**config.mk**
```make
export PLATFORM = sky130hd
export DESIGN_NAME = aasd_datapath
export DESIGN_NICKNAME = d
export VERILOG_FILES = /design/src/shared/aasd_pkg.sv /design/src/rtl/aasd_add8.sv /design/src/rtl/aasd_datapath.sv
export VERILOG_INCLUDE_DIRS = /design/src /design/src/shared
export SDC_FILE = /design/constraint.sdc
export NUM_CORES = 1
export LEC_CHECK = 0
export BUFFER_PORTS_ARGS = -buffer_cell sky130_fd_sc_hd__buf_2
export CAP_MARGIN = 15
export CELL_PAD_IN_SITES_DETAIL_PLACEMENT = 0
export CELL_PAD_IN_SITES_GLOBAL_PLACEMENT = 1
export CORE_ASPECT_RATIO = 0.9
export CORE_MARGIN = 2
export CORE_UTILIZATION = 41
export DETAILED_ROUTE_END_ITERATION = 6
export PLACE_DENSITY = 0.94
export RECOVER_POWER = 25
export SLEW_MARGIN = 20
export SYNTH_ARGS = -nofsm -noshare
export SYNTH_HDL_FRONTEND = slang
export SYNTH_HIERARCHICAL = 1
export SYNTH_SLANG_ARGS = --single-unit
```
**constraint.sdc**
```tcl
create_clock -name i_core_clk -period 5.4 [get_ports i_core_clk]
set_input_delay 0.81 -clock i_core_clk [delete_from_list [all_inputs] [get_ports i_core_clk]]
set_output_delay 0.81 -clock i_core_clk [all_outputs]
set_load 0.01 [all_outputs]
```
**src/shared/aasd_defs.svh**
```systemverilog
// Constants of the add/subtract datapath: widths, limits, codes.
// Assumes inclusion by bare name from the package and from the rtl files.
`ifndef AASD_DEFS_SVH
`define AASD_DEFS_SVH
`define AASD_W          8
`define AASD_IDX_W      5
`define AASD_IO_W       6
`define AASD_BIT_W      3
`define AASD_IO_FIRST   6'h00
`define AASD_IO_LAST    6'h1F
`define AASD_ZERO8      8'h00
`define AASD_ONE8       8'h01
`define AASD_MSB        7
`define AASD_PAIR_LSB   1'h0
`define AASD_PAIR_MSB   1'h1
`define AASD_FLAGS_RST  6'h00
`endif

```
**src/shared/aasd_pkg.sv**
```systemverilog
// Types shared by the add/subtract datapath and its testbench.
// Assumes aasd_defs.svh is on the include path.
`include "aasd_defs.svh"
package aasd_pkg;
    typedef enum logic [2:0] {
        AASD_SUM_TWO_REGS        = 3'h0,
        AASD_SUM_WITH_CARRY      = 3'h1,
        AASD_WORD_IMMEDIATE_PLUS = 3'h2,
        AASD_DIFFERENCE_TWO_REGS = 3'h3,
        AASD_DIFFERENCE_IMM      = 3'h4,
        AASD_IO_BIT_CLEAR_OP     = 3'h5,
        AASD_IO_BIT_SET_OP       = 3'h6,
        AASD_NOP                 = 3'h7
    } aasd_op_e;

    typedef struct packed {
        logic h;
        logic s;
        logic v;
        logic n;
        logic z;
        logic c;
    } aasd_flags_s;

    typedef struct packed {
        aasd_op_e                  op;
        logic [`AASD_IDX_W-1:0]    dst_idx;
        logic [`AASD_W-1:0]        dst_val;
        logic [`AASD_W-1:0]        src_val;
        logic [`AASD_W-1:0]        hi_val;
        logic [`AASD_IO_W-1:0]     io_addr;
        logic [`AASD_BIT_W-1:0]    io_bit;
        logic [`AASD_W-1:0]        io_rdata;
    } aasd_req_s;
endpackage : aasd_pkg

```
**src/rtl/aasd_add8.sv**
```systemverilog
// Eight-bit adder slice with carry out of bits 3 and 7 and overflow.
// Assumes subtraction is fed as a plus inverted b plus one.
`timescale 1ns/1ps
`include "aasd_defs.svh"
module aasd_add8 (
    // Operands
    input  wire logic [`AASD_W-1:0] i_a,
    input  wire logic [`AASD_W-1:0] i_b,
    input  wire logic               i_cin,
    // Results
    output logic      [`AASD_W-1:0] o_sum,
    output logic                    o_c7,
    output logic                    o_c3,
    output logic                    o_v
);
    logic [4:0] low;

    assign low           = {1'b0, i_a[3:0]} + {1'b0, i_b[3:0]} + {4'h0, i_cin};
    assign o_c3          = low[4];
    assign {o_c7, o_sum} = {1'b0, i_a} + {1'b0, i_b} + {8'h00, i_cin};
    assign o_v           = (i_a[`AASD_MSB] & i_b[`AASD_MSB] & ~o_sum[`AASD_MSB])
                         | (~i_a[`AASD_MSB] & ~i_b[`AASD_MSB] & o_sum[`AASD_MSB]);
endmodule : aasd_add8

```
**src/rtl/aasd_datapath.sv**
```systemverilog
// Add/subtract datapath with single-bit I/O set and clear.
// Assumes the caller presents operands read from the register file and I/O space
// together with a one-cycle start, and commits the registered write outputs.
//
// Summary of operation
// - Sum and sum-with-carry write dst plus src (plus C) into dst, update Z C N V H, in one clock.
// - Word immediate plus adds K to the register pair hi:lo, writes both bytes, updates Z C N V S, in two clocks.
// - Both difference operations write dst minus src or constant into dst, update Z C N V H, in one clock.
// - I/O bit set and clear are taken only for I/O addresses 00 to 1F.
// - I/O bit set and clear rewrite the whole register read, so a write-one-to-clear flag read as set is cleared.
`timescale 1ns/1ps
`include "aasd_defs.svh"
module aasd_datapath (
    // Clock and reset
    input  wire logic                   i_core_clk,
    input  wire logic                   i_reset_n,
    // Request
    input  wire logic                   i_start,
    input  aasd_pkg::aasd_req_s         i_req,
    // Register file write
    output logic                        o_wr_en,
    output logic [`AASD_IDX_W-1:0]      o_wr_idx,
    output logic [`AASD_W-1:0]          o_wr_data,
    // I/O write
    output logic                        o_io_we,
    output logic [`AASD_IO_W-1:0]       o_io_addr,
    output logic [`AASD_W-1:0]          o_io_wdata,
    // Status
    output aasd_pkg::aasd_flags_s       o_status,
    output logic                        o_busy,
    output logic                        o_done,
    output logic                        o_refused
);
    //**********************************************************
    // Decode and operand select
    //**********************************************************
    typedef enum logic {
        AASD_IDLE    = 1'b0,
        AASD_WORD_HI = 1'b1
    } aasd_state_e;

    aasd_state_e        state;
    logic [`AASD_W-1:0] hi_save;
    logic               lo_carry;
    logic               take;
    logic               is_sub;
    logic               io_ok;
    logic [`AASD_W-1:0] add_a;
    logic [`AASD_W-1:0] add_b;
    logic               add_cin;
    logic [`AASD_W-1:0] sum;
    logic               c7;
    logic               c3;
    logic               ovf;
    logic [`AASD_W-1:0] bit_mask;

    function automatic logic is_io_op(input aasd_pkg::aasd_op_e op);
        is_io_op = (op == aasd_pkg::AASD_IO_BIT_CLEAR_OP) || (op == aasd_pkg::AASD_IO_BIT_SET_OP);
    endfunction : is_io_op

    function automatic logic is_byte_op(input aasd_pkg::aasd_op_e op);
        is_byte_op = (op == aasd_pkg::AASD_SUM_TWO_REGS) || (op == aasd_pkg::AASD_SUM_WITH_CARRY)
                   || (op == aasd_pkg::AASD_DIFFERENCE_TWO_REGS) || (op == aasd_pkg::AASD_DIFFERENCE_IMM);
    endfunction : is_byte_op

    // A start during the high-byte cycle is dropped; o_busy warns the caller
    assign take     = i_start && (state == AASD_IDLE);
    assign is_sub   = (i_req.op == aasd_pkg::AASD_DIFFERENCE_TWO_REGS) || (i_req.op == aasd_pkg::AASD_DIFFERENCE_IMM);
    assign io_ok    = i_req.io_addr <= `AASD_IO_LAST;
    assign bit_mask = `AASD_ONE8 << i_req.io_bit;

    always_comb begin
        if (state == AASD_WORD_HI) begin
            add_a   = hi_save;
            add_b   = `AASD_ZERO8;
            add_cin = lo_carry;
        end else begin
            add_a   = i_req.dst_val;
            add_b   = is_sub ? ~i_req.src_val : i_req.src_val;
            add_cin = is_sub || ((i_req.op == aasd_pkg::AASD_SUM_WITH_CARRY) && o_status.c);
        end
    end

    aasd_add8 u_add (
        .i_a   (add_a),
        .i_b   (add_b),
        .i_cin (add_cin),
        .o_sum (sum),
        .o_c7  (c7),
        .o_c3  (c3),
        .o_v   (ovf)
    );

    //**********************************************************
    // Sequencing
    //**********************************************************
    always_ff @(posedge i_core_clk) begin
        if (!i_reset_n) begin
            state    <= AASD_IDLE;
            hi_save  <= `AASD_ZERO8;
            lo_carry <= 1'b0;
            o_busy   <= 1'b0;
        end else if (take && (i_req.op == aasd_pkg::AASD_WORD_IMMEDIATE_PLUS)) begin
            state    <= AASD_WORD_HI;
            hi_save  <= i_req.hi_val;
            lo_carry <= c7;
            o_busy   <= 1'b1;
        end else begin
            state    <= AASD_IDLE;
            o_busy   <= 1'b0;
        end
    end

    //**********************************************************
    // Register file write-back
    //**********************************************************
    always_ff @(posedge i_core_clk) begin
        if (!i_reset_n) begin
            o_wr_en   <= 1'b0;
            o_wr_idx  <= {`AASD_IDX_W{1'b0}};
            o_wr_data <= `AASD_ZERO8;
            o_done    <= 1'b0;
        end else if (state == AASD_WORD_HI) begin
            o_wr_en   <= 1'b1;
            o_wr_idx  <= {o_wr_idx[`AASD_IDX_W-1:1], `AASD_PAIR_MSB};
            o_wr_data <= sum;
            o_done    <= 1'b1;
        end else if (take && (is_byte_op(i_req.op) || (i_req.op == aasd_pkg::AASD_WORD_IMMEDIATE_PLUS))) begin
            o_wr_en   <= 1'b1;
            o_wr_idx  <= (i_req.op == aasd_pkg::AASD_WORD_IMMEDIATE_PLUS)
                       ? {i_req.dst_idx[`AASD_IDX_W-1:1], `AASD_PAIR_LSB} : i_req.dst_idx;
            o_wr_data <= sum;
            o_done    <= (i_req.op != aasd_pkg::AASD_WORD_IMMEDIATE_PLUS);
        end else begin
            o_wr_en   <= 1'b0;
            o_done    <= take && is_io_op(i_req.op) && io_ok;
        end
    end

    //**********************************************************
    // Status flags
    //**********************************************************
    always_ff @(posedge i_core_clk) begin
        if (!i_reset_n) begin
            o_status <= `AASD_FLAGS_RST;
        end else if (state == AASD_WORD_HI) begin
            // Sixteen-bit view: zero needs both bytes, sign comes from the high byte
            o_status.z <= (sum == `AASD_ZERO8) && (o_wr_data == `AASD_ZERO8);
            o_status.n <= sum[`AASD_MSB];
            o_status.v <= ~hi_save[`AASD_MSB] & sum[`AASD_MSB];
            o_status.c <= hi_save[`AASD_MSB] & ~sum[`AASD_MSB];
            o_status.s <= sum[`AASD_MSB] ^ (~hi_save[`AASD_MSB] & sum[`AASD_MSB]);
        end else if (take && is_byte_op(i_req.op)) begin
            // Subtraction runs as a plus not b plus one, so carries invert into borrows
            o_status.c <= is_sub ? ~c7 : c7;
            o_status.h <= is_sub ? ~c3 : c3;
            o_status.n <= sum[`AASD_MSB];
            o_status.v <= ovf;
            o_status.z <= (sum == `AASD_ZERO8);
        end
    end

    //**********************************************************
    // Single-bit I/O set and clear
    //**********************************************************
    always_ff @(posedge i_core_clk) begin
        if (!i_reset_n) begin
            o_io_we    <= 1'b0;
            o_io_addr  <= `AASD_IO_FIRST;
            o_io_wdata <= `AASD_ZERO8;
            o_refused  <= 1'b0;
        end else if (take && is_io_op(i_req.op)) begin
            o_io_we    <= io_ok;
            o_refused  <= !io_ok;
            o_io_addr  <= i_req.io_addr;
            // Whole value read is written back; set w1c flags therefore clear
            o_io_wdata <= (i_req.op == aasd_pkg::AASD_IO_BIT_SET_OP) ? (i_req.io_rdata | bit_mask)
                        : (i_req.io_rdata & ~bit_mask);
        end else begin
            o_io_we    <= 1'b0;
            o_refused  <= 1'b0;
        end
    end

    logic [`AASD_W:0] add9;
    assign add9 = {1'b0, i_req.dst_val} + {1'b0, i_req.src_val};
endmodule : aasd_datapath

```
Yosys cells after proc, flatten, opt, wreduce, memory -nomap -nowiden
Cells that the tools add are included.
Widths: inputs -> output; s select.
{"block": "op_classes", "add_sub_neg": 4, "magnitude_cmp": 1, "eq_ne": 7, "shift": 1, "mux": 19, "n_bitwise": 19, "n_reduce_logical": 24}
{"op": "$mux 8", "count": 6}
{"op": "$logic_not 8->1", "count": 2}
{"op": "$not 8->8", "count": 2}
{"op": "$mux 1", "count": 11}
{"op": "$add 8x8->9", "count": 1}
{"op": "$add 9x1->9", "count": 1}
{"op": "$eq 3x3->1 const B", "count": 3}
{"op": "$and 8x8->8", "count": 1}
{"op": "$logic_and 1x1->1", "count": 8}
{"op": "$mux 4", "count": 2}
{"op": "$or 8x8->8", "count": 1}
{"op": "$shl 1x3->8 const A", "count": 1}
{"op": "$logic_or 1x1->1", "count": 7}
{"op": "$not 1->1", "count": 7}
{"op": "$and 1x1->1", "count": 6}
{"op": "$eq 3x2->1 const B", "count": 2}
{"op": "$le 6x5->1 const B", "count": 1}
{"op": "$reduce_and 2->1", "count": 3}
{"op": "$add 4x4->5", "count": 1}
{"op": "$add 5x1->5", "count": 1}
{"op": "$reduce_bool 2->1", "count": 2}
{"op": "$eq 3x1->1 const B", "count": 1}
{"op": "$logic_not 3->1", "count": 1}
{"op": "$ne 3x2->1 const B", "count": 1}
{"op": "3 further kinds", "count": 3}
{"block": "word_totals", "register_bits": 47, "input_bits": 52, "out_inout_bits": 38, "word_cells": 93}

Logic depth before layout (Yosys ltp)
{"block": "depth", "ltp_word": 11, "mapped_depth": 16}

By module
Netlist, hierarchy kept.
{"mod": "aasd_datapath", "instances": 1, "cells_per_inst": 235, "area_each_um2": 2344.7, "seq_area_each_um2": 940.9}
{"mod": "aasd_add8", "instances": 1, "cells_per_inst": 44, "area_each_um2": 381.6, "seq_area_each_um2": 0.0}

Least setup slack after synthesis
OpenSTA, ideal clock, no wires.
{"block": "synth_path", "path_kind": "input -> register", "start": "in i_req[46] (netlist bit)", "end": "reg o_status[1] (netlist bit)", "arrival_time_ns": 3.861, "required_time_ns": 5.342, "path_slack_ns": 1.481, "path_stages": 16, "n_path_buf": 2, "cell_sequence": "buf_2 nand2b_1 o22ai_1 buf_4 xnor2_1 nor2_1 fa_1 fa_1 a21o_1 a21oi_1 o211ai_1 xor2_1 nor3_1 nand4b_1 a211oi_1 a31o_2"}
{"block": "synth_between", "elab_chain_len": 9}
{"element": "start, declared", "line": "aasd_datapath.sv:19", "text": "input aasd_pkg::aasd_req_s i_req,"}
{"element": "$eq 3x2->1 / $eq 3x3->1 (equally long branches)", "line": "aasd_datapath.sv:68", "text": "assign is_sub = (i_req.op == aasd_pkg::AASD_DIFFERENCE_TWO_REGS) || (i_req.op == aasd_pkg::AASD_DIFFERENCE_IMM ..."}
{"element": "$logic_or 1x1->1 *", "line": "aasd_datapath.sv:68"}
{"element": "$mux 8 *", "line": "aasd_datapath.sv:79", "text": "add_b = is_sub ? ~i_req.src_val : i_req.src_val;"}
{"element": "$mux 8 *", "line": "aasd_datapath.sv:73", "text": "if (state == AASD_WORD_HI) begin"}
{"element": "via add_b[0]", "line": "aasd_datapath.sv:49", "text": "logic [`AASD_W-1:0] add_b;"}
{"element": "$add 8x8->9 *", "line": "aasd_add8.sv:20", "text": "assign {o_c7, o_sum} = {1'b0, i_a} + {1'b0, i_b} + {8'h00, i_cin};"}
{"element": "$add 9x1->9 *", "line": "aasd_add8.sv:20"}
{"element": "via sum[6]", "line": "aasd_datapath.sv:51", "text": "logic [`AASD_W-1:0] sum;"}
{"element": "$logic_not 8->1 (no line) *"}
{"element": "$mux 4 / $logic_and 1x1->1 (equally long branches)", "line": "aasd_datapath.sv:153, aasd_datapath.sv:148"}
{"element": "$mux 4 *", "line": "aasd_datapath.sv:146", "text": "end else if (state == AASD_WORD_HI) begin"}
{"element": "end signal, assigned", "line": "aasd_datapath.sv:145", "text": "o_status <= `AASD_FLAGS_RST;"}
{"element": "end, declared", "line": "aasd_datapath.sv:29", "text": "output aasd_pkg::aasd_flags_s o_status,"}
The timed path passes the listed nets; every way through them passes the cells marked *. The select of a mux whose other input is x is not followed.
A chain may end at the register's enable or synchronous reset.

Worst setup path after layout
Ends and elaborated chain as after synthesis.

==> impl_results.md <==
- Netlist cell types: 50
- Most used DFF post-synth: dfxtp_1
- First-pass GRT wire length: 9360 microns
- PostCTS Resize Cnt: 0
- GRT Residual Overflow: 0
- F_max: 0.253 GHz
- Final setup fails: 0
- Min Tclk post-route: 3940 ps
- CP Launch Point: i_req[46]
- Detailed Route WL: 6150 microns
- Total CTS buffers: 5
- Hpwl dp: 4550 microns
- Clock Path Buffers: 2
- Commonest non-fill, non-tap cell in the layout: buf_2
- Register area share after synthesis: 34.5%
- Core Box Area: 6520 sq um
- Peak VDD IR: 141 uV
- Antenna diode count: 0
- Post-Route Setup TNS: 0 ps
- Cell count after synthesis: 279
- Critical Path Sink Type: register
- Hold Path Class: register to register
- Worst Tran Pin Value: 1140 ps
- Initial antenna violation count: 0
- Slowest-stage cell, CP: fa_1
- DRT antenna net count: 0
- Clock-pin slew on the worst setup and hold paths: 90 ps
- Slew Limit Fails: 0
- Post-synthesis register bit count: 47
- # clock sinks: 47
- RSZ-0062 raised after global routing: false
- Final Cell Area: 3260 sq um
- Crit Path Category: primary input to register
- Slew headroom: 24.2%
- CTS Hold Bufs: 0
- Largest net degree at the start of global routing: 49
- Leakage: 1.48 nW
- DRC violations left: 0
- RePlAce Congestion: 0.858
- Synth async-reset ratio: 0%
- Worst r2r dst: o_status[1]
- Critical path fanouts, max: 10
- Number of warnings issued by yosys: 6
- Gr usage total: 15.8%
- Most common cell on crit path: fa_1
- Area delta synth->final: 19.4%
- Slowest stage delay, CP: 480 ps
- Via Count: 2232
- Nets: 422
- Clock root buffer: clkbuf_8
- Mapped cell area: 2730 sq um
- DR WL/cell: 13.6 microns
- Mapped Nets: 341
- Port Buf Inserts: 89
- CTS tree: built
- Pwr per Cell Area: 287 nW/um^2
- Worst R2R Path Depth: 12
- Layout cells sized above 1: 27.1%
- Worst EP required: 5640 ps
- 1st-pass router iterations: 4
- Die ar.: 7320 sq um
- DR vias/cell: 4.95
- Syn Area/Cell: 9.77 sq um
- Skew-Pair Late Insertion Delay: 300 ps
- Post-Place Cell Area: 3160 sq um
- Critical Path Sink: o_status[1]
- Outcome: finished, final reports clean
- Count of final hold-check violations: 0
- Arrival @ worst endpoint: 4190 ps
- Die W: 90.0 microns
- Num rows: 28
- H-tree levels: 2
- R2r setup slk: 1700 ps
- Number of synthesized flops with an enable pin: 0
- Setup Skew: 11.0 ps
- Ports: 90
- Final Cycle Share: 73.1%
- Post-CTS Setup Bufs: 0
- Worst reg2reg path startpoint: state
- Number of max-cap violations: 0
- Die height: 81.4 microns
- Worst setup SP type: primary input
- Most frequent cells in the layout: buf_2 (69), dfxtp_1 (47), mux2i_1 (34), nor2b_1 (27), nand2_1 (23)
- Initial DRC count: 48
- Vias in the first global route: 1962
- Starting density of the core: 41.8%
- Crit-path cells: buf_2 -> nand2b_1 -> o22ai_1 -> buf_4 -> xnor2_1 -> nor2_1 -> fa_1 -> fa_1 -> a21o_1 -> a21oi_1 -> o211ai_1 -> xor2_1 -> nor3_1 -> nand4b_1 -> a211oi_1 -> a31o_2
==> sequential cells by signal, indices dropped and copies added, names as in the netlist <==
register,count
o_refused,1
o_wr_idx,5
lo_carry,1
o_status,6
o_io_we,1
o_wr_data,8
o_io_wdata,8
hi_save,8
o_done,1
state,1
o_io_addr,6
o_wr_en,1
==> metrics by stage <==
stage                     hold WS, ps  utilization, %  setup slack, ps  power [mW]  std cells
after global placement            451            48.5             1270       0.632        443
after detailed placement          458            48.5             1170       0.637        443
after global routing              504            50.0             1260       0.985        451
after CTS                         471            50.5             1470       0.945        451
after floorplan                   477               -             1480       0.567        279
final                             467            50.0             1460       0.934        451
==> Yosys cell counts, drive strengths merged, types with 2 or more instances <==
| library cell | number | area [sq um] |
|---|---|---|
| nor2 | 13 | 48.8 |
| nand2b | 2 | 12.5 |
| nor2b | 28 | 183 |
| and2 | 2 | 12.5 |
| buf | 10 | 110 |
| xor2 | 4 | 35.0 |
| fa | 2 | 40.0 |
| nand2 | 25 | 98.8 |
| o21ai | 4 | 23.8 |
| nand3b | 3 | 22.5 |
| nor3b | 3 | 22.5 |
| nand3 | 6 | 30.0 |
| clkbuf | 7 | 30.0 |
| a21boi | 7 | 52.6 |
| a21o | 2 | 15.0 |
| o211ai | 3 | 22.5 |
| nor3 | 5 | 25.0 |
| a211oi | 3 | 27.5 |
| mux2 | 9 | 101 |
| dfxtp | 47 | 941 |
| mux2i | 34 | 340 |
| a221oi | 3 | 38.8 |
| o211a | 10 | 100 |
| o22ai | 3 | 18.8 |
| ha | 8 | 100 |
| nor4 | 3 | 18.8 |
| inv | 8 | 30.0 |
| a21oi | 7 | 61.3 |
| xnor2 | 12 | 105 |
==> per-layer routing <==
metal	share of wire, %	routed length (microns)	global-route usage [%]	up-vias
met2	45	2790	27.6	67
met3	5.7	350	4.17	7
met4	0.94	58	4.31	0
li1	-	-	-	1125
met5	0	0	0	-
met1	48	2950	19.7	1033
==> logic make-up after synthesis <==
| kind of cell | Yosys count | share of synthesized area [%] |
|---|---|---|
| compound gates | 44 | 13.9 |
| xor+xnor | 16 | 5.14 |
| fa+ha+maj | 10 | 5.14 |
| buf+inv | 25 | 6.24 |
| flops | 47 | 34.5 |
| mux | 43 | 16.2 |
| simple gates | 94 | 18.9 |
==> final cells by class <==
class / count / area [sq um]
inverter: 8 / 30.0
fill: 662 / 3260
multi-input combinational: 207 / 1600
clock inverter: 2 / 60.1
tap: 90 / 113
clock buffer: 6 / 72.6
sequential: 47 / 941
timing repair buffer: 91 / 435
==> report_power, final <==
| part | switching, mW | total (mW) | internal [mW] |
|---|---|---|---|
| Sequential | 0.0146 | 0.383 | 0.368 |
| Combinational | 0.132 | 0.245 | 0.112 |
| Clock | 0.122 | 0.307 | 0.185 |
==> worst min path at each step <==
stage                     slack (ps)  cells after the start     endpoint        start
after global routing             500                      2  o_wr_idx[3]  o_wr_idx[3]
after global placement           450                      2  o_wr_idx[1]  o_wr_idx[1]
final                            470                      2  o_wr_idx[1]  o_wr_idx[1]
after floorplan                  480                      2   hi_save[0]   hi_save[0]
after detailed placement         460                      2  o_wr_idx[1]  o_wr_idx[1]
after CTS                        470                      2  o_wr_idx[1]  o_wr_idx[1]
==> worst max-delay path: cells and delay by family <==
family | cells | cell delay (ps)
AOI/OAI and AO/OA | 6 | 1240
xor gates and xnor gates | 2 | 320
adders and majority gates | 2 | 900
and+or+nand+nor | 4 | 530
buffers and inverters | 2 | 380
Note: power is estimated with default switching activity, not from simulation.
